**config.mk**
```make
export PLATFORM = sky130hd
export DESIGN_NAME = ccs_channel_bytes
export DESIGN_NICKNAME = d
export VERILOG_FILES = /design/src/hdl/ccs_channel_bytes.v
export VERILOG_INCLUDE_DIRS = /design/src /design/src/hdl
export SDC_FILE = /design/constraint.sdc
export NUM_CORES = 1
export LEC_CHECK = 0
export ABC_CLOCK_PERIOD_IN_PS = 5700
export BUFFER_PORTS_ARGS = -buffer_cell sky130_fd_sc_hd__buf_2
export CAP_MARGIN = 40
export CORE_ASPECT_RATIO = 0.8
export CORE_MARGIN = 2
export CORE_UTILIZATION = 50
export DETAILED_ROUTE_END_ITERATION = 10
export PLACE_DENSITY = 0.81
export SYNTH_ARGS = -nofsm -noshare
export SYNTH_HDL_FRONTEND = slang
export SYNTH_SLANG_ARGS = --single-unit
```
**constraint.sdc**
```tcl
create_clock -name clk_i -period 5.7 [get_ports clk_i]
set_clock_uncertainty 0.2 [all_clocks]
set_input_delay 0.57 -clock clk_i [delete_from_list [all_inputs] [get_ports clk_i]]
set_output_delay 0.57 -clock clk_i [all_outputs]
set_load 0.03 [all_outputs]
```
**src/hdl/ccs_map.vh**
```
// constants for the channel control/status byte block
// assumes inclusion by bare name from the design file
`ifndef CCS_MAP_VH
`define CCS_MAP_VH
`define CCS_CB_REG_MODE     7
`define CCS_CB_WRITE        6
`define CCS_CB_AUTO_BLOCK   1
`define CCS_CB_MAN_CAL      0
`define CCS_SB_ACK          7
`define CCS_SB_ERR          6
`define CCS_SB_LIM2_HI      5
`define CCS_SB_LIM2_LO      4
`define CCS_SB_LIM1_HI      3
`define CCS_SB_LIM1_LO      2
`define CCS_SB_OVER         1
`define CCS_SB_UNDER        0
`define CCS_REG_NUM_W       6
`define CCS_UPPER_LIMIT     6'h15
`define CCS_LOWER_LIMIT     6'h16
`define CCS_FEATURE_REG     6'h20
`define CCS_FEAT_ERR_SEL    14
`define CCS_FEAT_LIM2_EN    10
`define CCS_FEAT_LIM1_EN    9
`define CCS_LIMIT1_REG      6'h23
`define CCS_LIMIT2_REG      6'h24
`define CCS_UPPER_RST       16'hffff
`define CCS_LOWER_RST       16'h0000
`define CCS_PARAM_RST       16'h0000
`define CCS_CMP_OFF         2'h0
`define CCS_CMP_BELOW       2'h1
`define CCS_CMP_ABOVE       2'h2
`define CCS_CMP_EQUAL       2'h3
`define CCS_CAL_CYCLES      16'h0100
`endif
```
**src/hdl/ccs_channel_bytes.v**
```verilog
// two-channel control byte decoder and status byte generator
// assumes process image words arrive synchronous to clk_i each cycle
`timescale 1ns/1ns
`default_nettype none
`include "ccs_map.vh"

// What this block does
// - control byte in, status byte out
// - control bit7 low selects process data mode
// - process mode clears status bit 7
// - auto_calibration_block inhibits automatic calibration
// - manual_calibration_start launches manual calibration
// - error bit: overload/underload or calibration unstable
// - status 5:4 compares against limit 2
// - status 3:2 compares against limit 1
// - above upper_range_limit sets bit1, red LED
// - below lower_range_limit sets bit0, red LED
// - calibration running sets bits 0 and 1
// - control bit7 high selects register mode
// - bit6 chooses read or write direction
// - bits 5:0 register number; read returns content
// - register mode sets status bit 7
// - echo register number and direction
// - channel 2 identical to channel 1
module ccs_channel_bytes #(
  parameter CHANNELS   = 2,
  parameter CAL_CYCLES = `CCS_CAL_CYCLES
) (
  input  wire                  clk_i,          // 125 MHz clock
  input  wire                  rst_i,          // sync reset, active high
  input  wire [8*CHANNELS-1:0] control_byte_i, // per-channel control bytes
  input  wire [16*CHANNELS-1:0] output_data_word_i, // per-channel output words
  input  wire [16*CHANNELS-1:0] process_value_i, // per-channel conversion results
  input  wire [CHANNELS-1:0]   cal_unstable_i, // calibration ended unstable (pulse)
  input  wire [CHANNELS-1:0]   auto_cal_due_i, // automatic calibration request (pulse)
  output wire [8*CHANNELS-1:0] status_byte_o,  // per-channel status bytes
  output wire [16*CHANNELS-1:0] input_data_word_o, // per-channel input words
  output wire [CHANNELS-1:0]   error_led_o,    // red error indicators
  output wire [CHANNELS-1:0]   cal_active_o    // calibration running
);

  genvar g;
  generate
    for (g = 0; g < CHANNELS; g = g + 1)
    begin : ch
      ccs_chan_unit #(
        .CAL_CYCLES (CAL_CYCLES)
      ) u_unit (
        .clk_i              (clk_i),
        .rst_i              (rst_i),
        .control_byte_i     (control_byte_i[8*g +: 8]),
        .output_data_word_i (output_data_word_i[16*g +: 16]),
        .process_value_i    (process_value_i[16*g +: 16]),
        .cal_unstable_i     (cal_unstable_i[g]),
        .auto_cal_due_i     (auto_cal_due_i[g]),
        .status_byte_o      (status_byte_o[8*g +: 8]),
        .input_data_word_o  (input_data_word_o[16*g +: 16]),
        .error_led_o        (error_led_o[g]),
        .cal_active_o       (cal_active_o[g])
      );
    end
  endgenerate

endmodule

// one channel: decoder, parameter set, calibration timer, status byte
module ccs_chan_unit #(
  parameter CAL_CYCLES = `CCS_CAL_CYCLES
) (
  input  wire        clk_i,              // block clock
  input  wire        rst_i,              // sync reset, active high
  input  wire [7:0]  control_byte_i,     // this channel's control byte
  input  wire [15:0] output_data_word_i, // this channel's output word
  input  wire [15:0] process_value_i,    // conversion result
  input  wire        cal_unstable_i,     // calibration ended unstable
  input  wire        auto_cal_due_i,     // automatic calibration wanted
  output wire [7:0]  status_byte_o,      // status byte
  output wire [15:0] input_data_word_o,  // input word
  output wire        error_led_o,        // red error indicator
  output wire        cal_active_o        // calibration running
);

  wire        reg_mode;
  wire        is_write;
  wire [5:0]  reg_num;
  wire        man_bit;
  wire        blk_bit;
  wire [15:0] upper_q;
  wire [15:0] lower_q;
  wire [15:0] feature_q;
  wire [15:0] limit1_q;
  wire [15:0] limit2_q;
  wire [1:0]  lim1_state;
  wire [1:0]  lim2_state;
  wire        wr_en;
  wire        over;
  wire        under;
  wire        cal_run;
  wire        man_req;
  wire        auto_ok;
  wire        err_bit;

  reg  [15:0] cal_cnt_r;
  reg  [15:0] cal_cnt_nxt;
  reg         cal_err_r;
  reg         cal_err_nxt;
  reg         man_prev_r;
  reg  [7:0]  status_r;
  reg  [7:0]  status_nxt;
  reg  [15:0] word_r;
  reg  [15:0] word_nxt;
  reg         led_r;
  reg         cal_act_r;
  reg  [15:0] rd_data;

  assign reg_mode = control_byte_i[`CCS_CB_REG_MODE];
  assign is_write = control_byte_i[`CCS_CB_WRITE];
  assign reg_num  = control_byte_i[5:0];
  assign man_bit  = control_byte_i[`CCS_CB_MAN_CAL];
  assign blk_bit  = control_byte_i[`CCS_CB_AUTO_BLOCK];
  assign wr_en    = reg_mode && is_write;
  assign over     = process_value_i > upper_q;
  assign under    = process_value_i < lower_q;
  assign cal_run  = cal_cnt_r != 16'h0000;
  // edge on the request bit so a held bit does not loop calibration
  assign man_req  = !reg_mode && man_bit && !man_prev_r;
  assign auto_ok  = auto_cal_due_i && !blk_bit;
  assign err_bit  = feature_q[`CCS_FEAT_ERR_SEL] ? (over || under) : cal_err_r;

  // small parameter set; other numbers read as zero, writes ignored
  ccs_param_reg #(
    .ADDR (`CCS_UPPER_LIMIT),
    .RST  (`CCS_UPPER_RST)
  ) u_upper (
    .clk_i (clk_i),
    .rst_i (rst_i),
    .we_i  (wr_en),
    .num_i (reg_num),
    .d_i   (output_data_word_i),
    .q_o   (upper_q)
  );

  ccs_param_reg #(
    .ADDR (`CCS_LOWER_LIMIT),
    .RST  (`CCS_LOWER_RST)
  ) u_lower (
    .clk_i (clk_i),
    .rst_i (rst_i),
    .we_i  (wr_en),
    .num_i (reg_num),
    .d_i   (output_data_word_i),
    .q_o   (lower_q)
  );

  ccs_param_reg #(
    .ADDR (`CCS_FEATURE_REG),
    .RST  (`CCS_PARAM_RST)
  ) u_feature (
    .clk_i (clk_i),
    .rst_i (rst_i),
    .we_i  (wr_en),
    .num_i (reg_num),
    .d_i   (output_data_word_i),
    .q_o   (feature_q)
  );

  ccs_param_reg #(
    .ADDR (`CCS_LIMIT1_REG),
    .RST  (`CCS_PARAM_RST)
  ) u_limit1 (
    .clk_i (clk_i),
    .rst_i (rst_i),
    .we_i  (wr_en),
    .num_i (reg_num),
    .d_i   (output_data_word_i),
    .q_o   (limit1_q)
  );

  ccs_param_reg #(
    .ADDR (`CCS_LIMIT2_REG),
    .RST  (`CCS_PARAM_RST)
  ) u_limit2 (
    .clk_i (clk_i),
    .rst_i (rst_i),
    .we_i  (wr_en),
    .num_i (reg_num),
    .d_i   (output_data_word_i),
    .q_o   (limit2_q)
  );

  ccs_limit_cmp u_lim1 (
    .en_i    (feature_q[`CCS_FEAT_LIM1_EN]),
    .value_i (process_value_i),
    .limit_i (limit1_q),
    .state_o (lim1_state)
  );

  ccs_limit_cmp u_lim2 (
    .en_i    (feature_q[`CCS_FEAT_LIM2_EN]),
    .value_i (process_value_i),
    .limit_i (limit2_q),
    .state_o (lim2_state)
  );

  always @*
  begin
    case (reg_num)
      `CCS_UPPER_LIMIT: rd_data = upper_q;
      `CCS_LOWER_LIMIT: rd_data = lower_q;
      `CCS_FEATURE_REG: rd_data = feature_q;
      `CCS_LIMIT1_REG:  rd_data = limit1_q;
      `CCS_LIMIT2_REG:  rd_data = limit2_q;
      default:          rd_data = 16'h0000;
    endcase
  end

  // a running calibration is never restarted by a new request
  always @*
  begin
    cal_cnt_nxt = cal_cnt_r;
    cal_err_nxt = cal_err_r;
    if (!cal_run && (man_req || auto_ok))
    begin
      cal_cnt_nxt = CAL_CYCLES[15:0];
      cal_err_nxt = 1'b0;
    end
    else if (cal_run)
    begin
      cal_cnt_nxt = cal_cnt_r - 16'h0001;
    end
    // set wins over the clear of a restart in the same cycle
    if (cal_unstable_i)
    begin
      cal_err_nxt = 1'b1;
    end
  end

  always @*
  begin
    if (reg_mode)
    begin
      status_nxt = {1'b1, is_write, reg_num};
      word_nxt   = rd_data;
    end
    else
    begin
      status_nxt = {1'b0, err_bit, lim2_state, lim1_state,
                    over || cal_run, under || cal_run};
      word_nxt   = process_value_i;
    end
  end

  always @(posedge clk_i)
  begin
    if (rst_i)
    begin
      cal_cnt_r  <= 16'h0000;
      cal_err_r  <= 1'b0;
      man_prev_r <= 1'b0;
      status_r   <= 8'h00;
      word_r     <= 16'h0000;
      led_r      <= 1'b0;
      cal_act_r  <= 1'b0;
    end
    else
    begin
      man_prev_r <= !reg_mode && man_bit;
      cal_cnt_r  <= cal_cnt_nxt;
      cal_err_r  <= cal_err_nxt;
      status_r   <= status_nxt;
      word_r     <= word_nxt;
      led_r      <= over || under;
      cal_act_r  <= cal_run;
    end
  end

  assign status_byte_o     = status_r;
  assign input_data_word_o = word_r;
  assign error_led_o       = led_r;
  assign cal_active_o      = cal_act_r;

endmodule

// one parameter register, answering to a single register number
module ccs_param_reg #(
  parameter [5:0]  ADDR = 6'h00,
  parameter [15:0] RST  = 16'h0000
) (
  input  wire        clk_i, // block clock
  input  wire        rst_i, // sync reset, active high
  input  wire        we_i,  // register write request
  input  wire [5:0]  num_i, // requested register number
  input  wire [15:0] d_i,   // write data
  output wire [15:0] q_o    // stored value
);

  reg [15:0] value_r;

  // a held write byte rewrites every cycle, harmless for a level image
  always @(posedge clk_i)
  begin
    if (rst_i)
      value_r <= RST;
    else if (we_i && (num_i == ADDR))
      value_r <= d_i;
  end

  assign q_o = value_r;

endmodule

// limit comparison code for one limit value
module ccs_limit_cmp (
  input  wire        en_i,    // comparison enabled
  input  wire [15:0] value_i, // process value
  input  wire [15:0] limit_i, // limit value
  output reg  [1:0]  state_o  // compare state code
);

  always @*
  begin
    if (!en_i)
      state_o = `CCS_CMP_OFF;
    else if (value_i < limit_i)
      state_o = `CCS_CMP_BELOW;
    else if (value_i > limit_i)
      state_o = `CCS_CMP_ABOVE;
    else
      state_o = `CCS_CMP_EQUAL;
  end

endmodule
`default_nettype wire

```
# Yosys cells after proc, flatten, opt, wreduce, memory -nomap -nowiden
# Index checks and enable logic that the tools add are counted.
# Widths: inputs -> output; s select.
[totals]
reg_bits = 248
in_bits = 86
out_inout_bits = 52
wordCells = 122
[op_classes]
n_addsub = 2
magnitude_cmp = 12
n_eq_ne = 10
mux = 28
n_reduce_logical = 44
[ops]
columns = ["operator", "n"]
rows = [
  ["$pmux 16 s5", 2],
  ["$gt 16x16->1", 6],
  ["$lt 16x16->1", 6],
  ["$eq 6x6->1 const B", 6],
  ["$mux 9", 4],
  ["$mux 16", 2],
  ["$reduce_bool 16->1", 2],
  ["$sub 16x1->16 const B", 2],
  ["$eq 6x5->1 const B", 4],
  ["$logic_and 1x1->1", 20],
  ["$mux 2", 8],
  ["$mux 8", 2],
  ["$mux 1", 10],
  ["$logic_not 1->1", 8],
  ["$logic_or 1x1->1", 8],
  ["$reduce_bool 2->1", 4],
  ["$reduce_or 2->1", 2],
]

# Logic depth before layout (Yosys ltp)
# Gate-level depths: netlist of run 1.
[depth]
word_depth = 7
mapped_depth = 10

# Hierarchy
# A second synthesis of run 1 with hierarchy kept.
[unflattened]
hier_cells = 1630
area_unflattened_um2 = 14886.8
[modules_own_cells]
columns = ["mod", "instances", "cells_per_inst", "area_per_inst_um2", "seq_area_each_um2"]
rows = [
  ["ccs_chan_unit", 2, 342, 2950.3, 880.8],
  ["ccs_param_reg at ch[0].u_unit.u_limit1 ...", 2, 71, 748.2, 320.3],
  ["ccs_param_reg at ch[0].u_unit.u_limit2 ...", 2, 70, 748.2, 320.3],
  ["ccs_param_reg at ch[0].u_unit.u_lower ...", 2, 71, 743.2, 320.3],
  ["ccs_param_reg at ch[0].u_unit.u_feature ...", 2, 71, 739.5, 320.3],
  ["ccs_param_reg at ch[0].u_unit.u_upper ...", 2, 71, 663.1, 320.3],
  ["ccs_limit_cmp at ch[1].u_unit.u_lim1 ...", 2, 59, 430.4, 0.0],
  ["ccs_limit_cmp at ch[0].u_unit.u_lim1 ...", 2, 60, 420.4, 0.0],
]

# Worst setup path before layout of run 1
# Ideal clock, no wire load.
[synth_timing]
kind = "in2reg"
startpoint = "input port control_byte_i[11]"
endpoint = "register ch[1].u_unit.u_lower.value_r[10]"
t_arrival_ns = 1.981
slack_ns = 3.387
path_stages = 7
path_cell_list = "nand2b_1 > or3b_1 > nor2_2 > nand3_1 > clkbuf_1 > nand2_1 > a21oi_1"
[synth_via]
elab_chain_cells = 2
[synth_lines]
columns = ["item", "line", "text"]
rows = [
  ["from (decl)", "ccs_channel_bytes.v:31", "input wire [8*CHANNELS-1:0] control_byte_i,"],
  ["$eq 6x5->1", "ccs_channel_bytes.v:304", "else if (we_i && (num_i == ADDR))"],
  ["$logic_and 1x1->1", "ccs_channel_bytes.v:304", ""],
  ["to (signal assigned)", "ccs_channel_bytes.v:305", "value_r <= d_i;"],
  ["to (decl)", "ccs_channel_bytes.v:297", "reg [15:0] value_r;"],
]
# No other way between the ends.
# A chain may end at the register's enable or synchronous reset.

# Worst setup path after layout of run 1
[layout_timing]
startpoint = "input port control_byte_i[3]"
endpoint = "register ch[0].u_unit.u_lower.value_r[14]"
[layout_via]
elab_chain_cells = 2
[layout_lines]
columns = ["item", "line"]
rows = [
  ["$eq 6x5->1", "ccs_channel_bytes.v:304"],
  ["$logic_and 1x1->1", "ccs_channel_bytes.v:304"],
  ["to (signal assigned)", "ccs_channel_bytes.v:305"],
  ["to (decl)", "ccs_channel_bytes.v:297"],
]
# No other way between the ends.

==> results of run 1 <==
how the worst min path moves through the flow:
| stage | start | end | slack [ns] | depth (start not counted) |
|---|---|---|---|---|
| 2_1_floorplan | ch[0].u_unit.u_feature.q_o[0] | ch[0].u_unit.u_feature.q_o[0] | 0.24 | 2 |
| 3_5_place_dp | ch[0].u_unit.u_feature.q_o[12] | ch[0].u_unit.u_feature.q_o[12] | 0.25 | 2 |
| 5_1_grt | cal_unstable_i[1] | ch[1].u_unit.cal_err_r | 0.08 | 2 |
| 3_3_place_gp | ch[0].u_unit.u_feature.q_o[3] | ch[0].u_unit.u_feature.q_o[3] | 0.24 | 2 |
| 6_report | cal_unstable_i[1] | ch[1].u_unit.cal_err_r | 0.07 | 2 |
| 4_1_cts | cal_unstable_i[1] | ch[1].u_unit.cal_err_r | 0.07 | 2 |
worst max-delay path: stages:
cell and delay, ns:
buf_2 0.11, nand2b_1 0.16, or3b_1 0.48, nor2_2 0.75, nand3_1 0.82, nand2_1 0.30
a21oi_1 0.10
cells by family (layout without fill, tap and decap cells):
| kind of cell | after synthesis | count (layout) | synth area share (%) |
|---|---|---|---|
| buffers and inverters | 210 | 333 | 6.57 |
| adder cells (fa/ha/maj) | 128 | 128 | 12.4 |
| XOR/XNOR | 19 | 19 | 1.29 |
| AO/OA/AOI/OAI | 347 | 347 | 18.7 |
| flip-flops | 248 | 248 | 38.5 |
| multiplexers | 50 | 50 | 3.88 |
| AND/OR/NAND/NOR | 514 | 514 | 18.7 |
Yosys cell counts, drive strengths merged, types with 3 or more instances:
cell     instances
a2111oi          4
a211o            4
a211oi           8
a21o            17
a21oi          125
a221oi           9
a222oi          32
a22oi           32
a311oi          33
a31oi            3
and2             3
and3            12
and4             3
buf             31
clkbuf          46
dfxtp          248
ha             128
inv            133
mux2i           50
nand2          230
nand2b          15
nand3           22
nand3b           3
nand4           23
nor2           138
nor2b           12
nor3            19
nor4            16
o211ai          32
o21a             7
o21ai           18
o31ai            8
or2              3
or3              3
or3b             4
or4              4
xnor2           11
xor2             8
power breakdown:
part | internal [µW] | switching (µW) | total, µW
clock | 1010 | 713 | 1720
sequential | 1830 | 71.9 | 1910
combinational | 358 | 549 | 907
area by class of cell:
cell class,instances,area [µm²],share of cell area (%)
clock inverter,10,104,0.707
clock buffer,37,753,5.13
multi-input combinational,1058,7110,48.5
sequential,248,4960,33.8
inverter,133,499,3.40
tap,324,405,2.76
timing repair buffer,153,838,5.71
state kept, by name (all words and copies together) (netlist names):
signal,flops
ch.u_unit.u_limit2.q_o,32
ch.u_unit.error_led_o,2
ch.u_unit.cal_active_o,2
ch.u_unit.u_feature.q_o,32
ch.u_unit.cal_err_r,2
ch.u_unit.u_upper.q_o,32
ch.u_unit.cal_cnt_r,32
ch.u_unit.u_lower.q_o,32
ch.u_unit.input_data_word_o,32
ch.u_unit.man_prev_r,2
ch.u_unit.u_limit1.q_o,32
ch.u_unit.status_byte_o,16
metal layers:
layer / vias to the layer above / GRT usage [%]
li1: 5594 / -
met1: 5633 / 36.6
met4: 2 / 10.3
met5: - / 0
met3: 113 / 4.39
met2: 634 / 44.1
through the flow:
stage	utilization, %	instance area, µm²	hold WS, ns	worst slack, ns	power [µW]
after floorplan	-	12900	0.236	3.39	2600
after global placement	54.3	13800	0.241	2.25	2800
after detailed placement	54.6	13800	0.246	2.16	2840
after CTS	58.0	14700	0.0688	2.72	4540
after global routing	58.0	14700	0.0835	2.51	4720
final	58.0	14700	0.0673	2.60	4530
==> summary.md, run 1 <==
| Metric | Value |
|---|---|
| Pwr dens | about 300 nW/µm² |
| Worst-Margin Slew | about 1 ns |
| Max clock buf depth | 3 |
| Initial antenna violation count | 1 |
| LEAKAGE | between 0.005 and 0.006 µW |
| Status | complete, no violations |
| Die area | approximately 27000 µm² |
| Dominant cells by area after synthesis | dfxtp_1, ha_1, nand2_1, a21oi_1, nor2_1 |
| CP arrival | about 3.3 ns |
| Syn_area_per_cell | roughly 8.5 µm² |
| CTS Hold Buffers Added | 0 |
| Global-route usage over all layers | 27.2% |
| Max transition margin | around 34% |
| GP Congestion | around 0.97 |
| Max_cap viols | 0 |
| Pin count of the biggest net entering global routing | between 70 and 80 |
| Final Slew Violations | 0 |
| Vias per inst | around 6.1 |
| Post-CTS setup buffer count | 0 |
| Reg-to-Reg Start | ch[0].u_unit.cal_cnt_r[0] |
| Layout fillers | approximately 2200 |
| Congestion Overflow GR | 0 |
| Tmin final | between 3 and 4 ns |
| Clk_lat worst skew | between 0.5 and 0.6 ns |
| DRT antenna net count | 0 |
| # rows | 52 |
| CTS Buf Count | 26 |
| RSZ-0062 raised after global routing | false |
| Die W | about 180 µm |
| Asr flop ratio synth | 0% |
| Drt wl/cell | roughly 19 µm |
| Total Neg Setup Slack | 0 ns |
| Synth warn | 0 |
| Worst Path Max Fanout | 17 |
| Reg-to-reg setup timing slack | 2.97 ns |
| Antenna cells | 0 |
| Mapped cell area | 12900 µm² |
| Layout cells sized above 1 | approximately 14% |
| Start point of the critical path | control_byte_i[3] |
| Root buffer cell | clkbuf_16 |
| Clock Pin Slew Worst Setup and Hold Paths | roughly 0.06 ns |
| CTS tree | built |
| Setup Viol. Count Final | 0 |
| # resized after CTS | 0 |
| Setup crit start kind | primary input |
| Area leader, netlist | dfxtp_1 |
| # port buffers | 137 |
| Worst Path Required | 5.89 ns |
| Mapped Cells | between 1500 and 2000 |
| Seq cells post-synth | 248 |
| Most common cell after layout, fill and taps aside | dfxtp_1 |
| Drt drc | 0 |
| Final Cycle Share | a little over half |
| Htree depth | 1 |
| Reg2Reg Depth | 8 |
| Worst Setup EP | ch[0].u_unit.u_lower.q_o[14] |
| Violation count after the first detailed-route iteration | between 1000 and 1500 |
| Critical Path Sink Type | flip-flop |
| Fmax | roughly 320 MHz |
| Die Height | approximately 150 µm |
| Core Region | between 20000 and 30000 µm² |
| Detailed placer's ending HPWL | roughly 27000 µm |
| Most frequent cells in the layout | dfxtp_1, nand2_1, nor2_1, buf_2, inv_1 |
| Post-route insts no fill | 1963 |
| Routed length on met1 | 15600 µm |
| Num Clock Sinks | between 200 and 250 |
| Area growth syn-to-layout | 13.7% |
| HP Class | in -> reg |
| DR WL met3 | roughly 3700 µm |
| FF-to-FF End | ch[0].u_unit.cal_cnt_r[1] |
| Starting density of the core | 51.0% |
| Ports | 138 |
| Routed WL | around 38000 µm |
| Pre-antenna DRT Iters | 10 |
| Final Hold Fails | 0 |
| First-pass GRT wire length | slightly below 60000 µm |
| Sequential area share after synthesis | 38.5% |
| Highest Signal Layer | met5 |
| Crit Path Category | in -> reg |
| Synth Flop Type | dfxtp_1 |
| Synth unique cells | ~70 |
| Synth top area share | 38.5% |
| Vias post-DR | 12000 |
| Vias in the first global route | 11400 |
| Nets | around 1800 |
| Met2 Wirelength | 17000 µm |
| Placed insts | between 1500 and 2000 |
| VDD IR-drop max | ~0.26 mV |
| EDFF count, synth | 0 |
| Post-synth net total | roughly 1700 |
Power figures use the tool's default switching activity.
==> run 2, diff against run 1 <==
ABC_CLOCK_PERIOD_IN_PS = 3100   (was 5700)
clock period = 3.1 ns   (was 5.7 ns; I/O delays follow)
==> run 2 against run 1 <==
Critical path depth rose by 1. Worst setup slack got worse by 2.3 ns. Register-to-register slack got worse by 2.5 ns. First-iteration DRC count rose by 0.71%. Largest power group unchanged.
==> summary.md, run 2 (synthesis gave the netlist of run 1 again) <==
| Metric | Value |
|---|---|
| VDD IR-drop max | 0.434 mV (was 0.259 mV) |
| Core Region | 25300 µm² (unchanged) |
| Layout fillers | 2078 (was 2179) |
| Tmin final | between 2 and 3 ns |
| Cell-internal power | 6090 µW (was 3200 µW) |
| Final Power | 8580 µW (was 4530 µW) |
| Final Slew Violations | 0 (unchanged) |
| Violation count after the first detailed-route iteration | 1271 (was 1262) |
| Congestion Overflow GR | 0 (unchanged) |
| Num Clock Sinks | 248 (unchanged) |
| Hold wc startpoint | rst_i (was cal_unstable_i[1]) |
| Reg-to-Reg Start | ch[0].u_unit.cal_cnt_r[0] (unchanged) |
| Detailed placer's ending HPWL | 27900 µm (was 26900 µm) |
| Setup Viol. Count Final | 0 (unchanged) |
| GR peak layer | met2 (unchanged) |
| Vias per inst | 5.98 (was 6.10) |
| Die Height | 148 µm (unchanged) |
| Most common cell after layout, fill and taps aside | dfxtp_1 (unchanged) |
| CP arrival | 2.96 ns (was 3.29 ns) |
| Nets | 1939 (was 1834) |
| First-pass GRT wire length | 63400 µm (was 59400 µm) |
| Pin count of the biggest net entering global routing | 79 (was 73) |
| Area growth syn-to-layout | 21.8% (was 13.7%) |
| Placed cell areas | 14000 µm² (was 13800 µm²) |
| Htree depth | 1 (unchanged) |
| GR Util met3 | 5.49% (was 4.39%) |
| Final Hold Fails | 0 (unchanged) |
| Global-route usage over all layers | 29.2% (was 27.2%) |
| Switching part of the total | 29.0% (was 29.4%) |
| Pre-antenna DRT Iters | 7 (was 10) |
| Ports | 138 (unchanged) |
| Crit Path Category | in -> reg (unchanged) |
| DRT antenna net count | 0 (unchanged) |
| Vias post-DR | 12400 (was 12000) |
| Clk_lat worst skew | 0.55 ns (was 0.53 ns) |
| Crit-path slowest cell | dlygate4sd3_1 (was nand3_1) |
| Critical-path cell list | dlygate4sd3_1 -> buf_2 -> nand2b_1 -> or3b_1 -> nor2_2 -> buf_4 -> a222oi_1 -> a311oi_1 (was buf_2 -> nand2b_1 -> or3b_1 -> nor2_2 -> nand3_1 -> nand2_1 -> a21oi_1) |
| Status | complete, no violations (unchanged) |
| Multi-input logic area | 7110 µm² (about the same) |
| Layout cells sized above 1 | 14.6% (was 13.8%) |
| Die W | 184 µm (unchanged) |
| GP Congestion | 0.977 (was 0.971) |
| Worst Path Max Fanout | 12 (was 17) |
| Total Neg Setup Slack | 0 ns (unchanged) |
| Vias in the first global route | 12400 (was 11400) |
| Initial antenna violation count | 2 (was 1) |
| Critical Path Sink Type | flip-flop (unchanged) |
| Seq pwr share | 40.9% (was 42.0%) |
| Max clock buf depth | 3 (unchanged) |
| NetSw | 2490 µW (was 1330 µW) |
| Most frequent cells in the layout | dfxtp_1, nand2_1, nor2_1, buf_2, inv_1 (unchanged) |
| Starting density of the core | 51.0% (unchanged) |
| Worst Path Required | 3.28 ns (was 5.89 ns) |
| Clock share of power | 38.9% (was 38.0%) |
| Root buffer cell | clkbuf_16 (unchanged) |
| Final Cycle Share | between 80% and 90% |
| RSZ-0062 raised after global routing | false (unchanged) |
| Largest stage delay on the critical path | 0.54 ns (was 0.82 ns) |
| GRT met1 Usage | 37.3% (was 36.6%) |
| Register area | 4960 µm² (unchanged) |
| Routed WL | 40000 µm (was 37700 µm) |
| Fmax | about 360 MHz |
| Drt wl/cell | 19.3 µm (was 19.2 µm) |
| Clock Pin Slew Worst Setup and Hold Paths | 0.06 ns (about the same) |
| Max_cap viols | 0 (unchanged) |
| Final instance area | 15700 µm² (was 14700 µm²) |
| # port buffers | 137 (unchanged) |
| # rows | 52 (unchanged) |
| Drt drc | 0 (unchanged) |
| Worst-Margin Slew | 0.761 ns (was 0.982 ns) |
| CTS tree | built (unchanged) |
| Setup crit start kind | primary input (unchanged) |
| Start point of the critical path | control_byte_i[11] (was control_byte_i[3]) |
| HP Class | in -> reg (unchanged) |
| Met2 Track Usage GR | 47.9% (was 44.1%) |
| Logic pwr share | 20.1% (was 20.0%) |
| Pwr dens | 546 nW/µm² (was 309 nW/µm²) |
| CTS Buf Count | 27 (was 26) |
| Max transition margin | 48.0% (was 34.0%) |
| LEAKAGE | 0.00633 µW (was 0.00585 µW) |
| Die area | 27100 µm² (unchanged) |
-- run 2: per-stage QoR --
step | setup WS [ns] | hold slack [ns] | instances | utilization (%)
3_3_place_gp | 0.496 | 0.244 | 1942 | 55.4
4_1_cts | 0.426 | 0.00169 | 2069 | 62.1
2_1_floorplan | 0.808 | 0.227 | 1516 | -
5_1_grt | 0.274 | 0.0295 | 2071 | 62.1
6_report | 0.325 | 0.0118 | 2071 | 62.1
3_5_place_dp | 0.436 | 0.249 | 1942 | 55.4
-- run 2: critical path: cells and delay by family --
family	cells	cell delay, ns
AO/OA/AOI/OAI	2	0.61
AND/OR/NAND/NOR	3	1.07
buffers and inverters	3	0.96
-- run 2: final timing paths --
kind / cells past startpoint / slack (ns) / endpoint
min: 2 / 0.01 / ch[1].u_unit.u_feature.q_o[14]
max: 8 / 0.33 / ch[1].u_unit.input_data_word_o[7]
min reg2reg: 2 / 0.25 / ch[0].u_unit.u_feature.q_o[4]
max reg2reg: 8 / 0.43 / ch[0].u_unit.cal_cnt_r[1]
-- run 2: what timing repair did --
action                                 in CTS  in global routing
hold buffers                               78                  0
endpoints found under the hold margin     204                  0
setup buffers                               0                  0
resized for setup                           0                  0
-- run 2: power by group through the flow --
stage / sequential (µW) / combinational [µW] / clock [µW]
6_report: 3510 / 1730 / 3340
5_1_grt: 3530 / 1910 / 3490
4_1_cts: 3510 / 1720 / 3370
3_5_place_dp: 3580 / 1630 / 0
3_3_place_gp: 3570 / 1590 / 0
2_1_floorplan: 3630 / 1160 / 0
-- run 2: layout make-up --
type,count,share of cell area (%)
Clock buffer,37,4.92
Sequential cell,248,31.6
Clock inverter,12,0.931
Tap cell,324,2.58
Inverter,133,3.18
Antenna cell,2,0.0318
Multi-Input combinational cell,1058,45.2
Timing Repair Buffer,257,11.5
-- run 2: metal layers --
metal	wire (µm)	part of all wire, %	vias up
li1	-	-	5814
met1	16300	41	5766
met2	18200	45	677
met3	3880	9.7	127
met4	1670	4.2	0
met5	0	0	-
==> run 3, diff against run 2 <==
PLACE_DENSITY = 0.8   (was 0.81)
SETUP_SLACK_MARGIN = 0.5   (was default)
SYNTH_HIERARCHICAL = 1   (was default)
==> run 3 against run 2 <==
First-iteration DRC count down 11%. Register-to-register slack better by 0.10 ns. Non-clock buffer count decreased by 10. Largest power group unchanged. Routed wire length rose by 5.2%. Worst setup slack improved by 0.16 ns. Worst hold slack improved by 0.012 ns. Final cell count grew 7.5%.
==> summary.md, run 3 <==
| Metric | Value |
|---|---|
| Status | complete, no violations (unchanged) |
| Seq cells post-synth | 248 (unchanged) |
| Initial antenna violation count | 0 (was 2) |
| Num Clock Sinks | 248 (unchanged) |
| Die area | 31200 µm² (was 27100 µm²) |
| Synth unique cells | 66 (was 69) |
| Worst Path Max Fanout | 5 (was 12) |
| NetSw | 2720 µW (was 2490 µW) |
| Synth warn | 6 (was 0) |
| DRT antenna net count | 0 (unchanged) |
| Post-CTS setup buffer count | 0 (unchanged) |
| Setup Viol. Count Final | 0 (unchanged) |
| Fmax | 382 MHz (was 360 MHz) |
| Top cells by count, synth | nand2b_1, dfxtp_1, mux2i_1 (was dfxtp_1, nand2_1, nor2_1) |
| Violation count after the first detailed-route iteration | 1128 (was 1271) |
| Max clock buf depth | 3 (unchanged) |
| Hold wc startpoint | control_byte_i[7] (was rst_i) |
| Pre-antenna DRT Iters | 8 (was 7) |
| Vias per inst | 5.82 (was 5.98) |
| Reg-to-Reg Start | ch[1].u_unit/u_upper/q_o[15] (was ch[0].u_unit.cal_cnt_r[0]) |
| Synth Flop Type | dfxtp_1 (unchanged) |
| CP arrival | 2.87 ns (was 2.96 ns) |
| Ports | 138 (unchanged) |
| First-pass GRT wire length | 65400 µm (was 63400 µm) |
| Nets | 2044 (was 1939) |
| LEAKAGE | 0.00694 µW (was 0.00633 µW) |
| Routed WL | 42000 µm (was 40000 µm) |
| Die W | 197 µm (was 184 µm) |
| Die Height | 158 µm (was 148 µm) |
| Asr flop ratio synth | 0% (unchanged) |
| Final Hold Fails | 0 (unchanged) |
| Final Cycle Share | 84.4% (was 89.5%) |
| Post-synth net total | 1844 (was 1730) |
| Clk_lat worst skew | 0.54 ns (was 0.55 ns) |
| Clock Pin Slew Worst Setup and Hold Paths | 0.07 ns (was 0.06 ns) |
| Drt wl/cell | 18.9 µm (was 19.3 µm) |
| Critical Path Sink Type | flip-flop (unchanged) |
| Congestion Overflow GR | 0 (unchanged) |
| Starting density of the core | 50.8% (was 51.0%) |
| HP Class | in -> reg (unchanged) |
| Final hold slack | 0.0242 ns (was 0.0118 ns) |
| Syn_area_per_cell | 9.13 µm² (was 8.51 µm²) |
| Global-route usage over all layers | 26.2% (was 29.2%) |
| Vias in the first global route | 12600 (was 12400) |
| CTS Buf Count | 27 (unchanged) |
| Detailed placer's ending HPWL | 28400 µm (was 27900 µm) |
| Most frequent cells in the layout | nand2b_1, dfxtp_1, mux2i_1 (was dfxtp_1, nand2_1, nor2_1, buf_2, inv_1) |
| VDD IR-drop max | 0.347 mV (was 0.434 mV) |
| Clock share of power | 37.5% (was 38.9%) |
| Worst Path Required | 3.35 ns (was 3.28 ns) |
| # rows | 56 (was 52) |
| Max_cap viols | 0 (unchanged) |
| Worst-Margin Slew | 0.653 ns (was 0.761 ns) |
| Total Neg Setup Slack | 0 ns (unchanged) |
| Max transition margin | 56.5% (was 48.0%) |
| CTS tree | built (unchanged) |
| Pin count of the biggest net entering global routing | 123 (was 79) |
| Seq pwr share | 39.1% (was 40.9%) |
| Final Power | 8970 µW (was 8580 µW) |
| Most common cell in the netlist | nand2b_1 (was dfxtp_1) |
| EDFF count, synth | 0 (unchanged) |
| Final Slew Violations | 0 (unchanged) |
| Sequential area share after synthesis | 33.4% (was 38.5%) |
| Crit Path Category | in -> reg (unchanged) |
| Multi-input logic area | 8990 µm² (was 7110 µm²) |
| Logic pwr share | 23.4% (was 20.1%) |
| Cell-internal power | 6240 µW (was 6090 µW) |
| Antenna cells | 0 (was 2) |
| GP Congestion | 0.964 (was 0.977) |
| Synth top area share | 33.4% (was 38.5%) |
| Tmin final | 2.62 ns (was 2.77 ns) |
| Core Region | 29300 µm² (was 25300 µm²) |
| Root buffer cell | clkbuf_16 (unchanged) |
| # port buffers | 137 (unchanged) |
| Vias post-DR | 13000 (was 12400) |
| Drt drc | 0 (unchanged) |
| Register area | 4960 µm² (unchanged) |
| Setup crit start kind | primary input (unchanged) |
| Pwr dens | 507 nW/µm² (was 546 nW/µm²) |
| Most common cell after layout, fill and taps aside | nand2b_1 (was dfxtp_1) |
| Mapped cell area | 14900 µm² (was 12900 µm²) |
| Dominant cells by area after synthesis | dfxtp_1, mux2i_1, nand2b_1, ha_1, inv_1 (was dfxtp_1, ha_1, nand2_1, a21oi_1, nor2_1) |
| Layout fillers | 2360 (was 2078) |
| RSZ-0062 raised after global routing | false (unchanged) |
| Htree depth | 1 (unchanged) |
| Layout cells sized above 1 | 15.9% (was 14.6%) |
| Switching part of the total | 30.4% (was 29.0%) |
| Start point of the critical path | process_value_i[31] (was control_byte_i[11]) |
| Area growth syn-to-layout | 18.7% (was 21.8%) |
| Mapped Cells | 1630 (was 1516) |
| Area leader, netlist | dfxtp_1 (unchanged) |
-- run 3: cell count changes in the layout (fill, tap and decap cells not counted), moves of 28 or more --
cell,previous run,this run
mux2i_1,50,170
a21oi_1,125,68
a211oi_1,8,40
nand2_1,229,46
nand2b_1,15,258
a22oi_1,32,0
o211ai_1,32,2
a311oi_1,32,4
-- run 3: power groups by stage --
stage          Combinational (µW)  Clock [µW]  Sequential, µW
2_1_floorplan                1400           0            3640
6_report                     2090        3370            3500
3_3_place_gp                 1900           0            3560
5_1_grt                      2310        3540            3520
3_5_place_dp                 1970           0            3570
4_1_cts                      2070        3400            3500
-- run 3: metrics by stage --
stage / worst slack [ns] / instances / util (%) / area [µm²]
global placement: 0.533 / 2099 / 54.4 / 15900
finish: 0.484 / 2226 / 60.3 / 17700
detailed placement: 0.518 / 2100 / 54.5 / 16000
global route: 0.488 / 2226 / 60.3 / 17700
CTS: 0.530 / 2226 / 60.3 / 17700
floorplan: 1.01 / 1630 / - / 14900
-- run 3: final timing paths --
check	to	slack [ns]	cells after the start
max	ch[1].u_unit/status_byte_o[1]	0.48	8
min	ch[0].u_unit/input_data_word_o[9]	0.02	3
max reg2reg	ch[1].u_unit/status_byte_o[1]	0.53	7
min reg2reg	ch[1].u_unit/u_feature/q_o[7]	0.27	2
-- run 3: repair_timing --
action	CTS	global route
hold buffers	78	0
setup endpoints to repair	0	5
endpoints found under the hold margin	204	0
resized for setup	0	5
-- run 3: layout make-up --
cell class              instances  area share (%)
repair buffers                247            9.96
flip-flops and latches        248            28.1
well taps                     377            2.67
multi-input cells            1156            50.9
clock inverters                13           0.927
inverters                     150            3.19
clock buffers                  35            4.28
-- run 3: kinds of logic (layout without fill, tap and decap cells) --
group                    Yosys count  after routing  share of synthesized area [%]
AND/OR/NAND/NOR                  588            588                           24.2
AO/OA/AOI/OAI                    254            254                           12.6
flip-flops                       248            248                           33.4
buffers and inverters            226            445                           6.74
multiplexers                     170            170                           11.4
adder cells (fa/ha/maj)          128            128                           10.8
XOR/XNOR                          16             16                          0.941
-- run 3: metal layers --
layer,wire [µm],global-route usage (%),up-vias
met5,0,0,-
met3,3590,5.51,96
li1,-,-,6133
met2,18500,40.2,534
met4,1160,8.92,0
met1,18800,36.5,6193
-- run 3: worst max-delay path, stage by stage --
cell and delay [ns]:
dlygate4sd3_1 0.55, buf_2 0.16, ha_1 0.33, nand4_1 0.28, nor4_2 0.51, a21boi_0 0.30, o31ai_2 0.15, a311oi_1 0.29
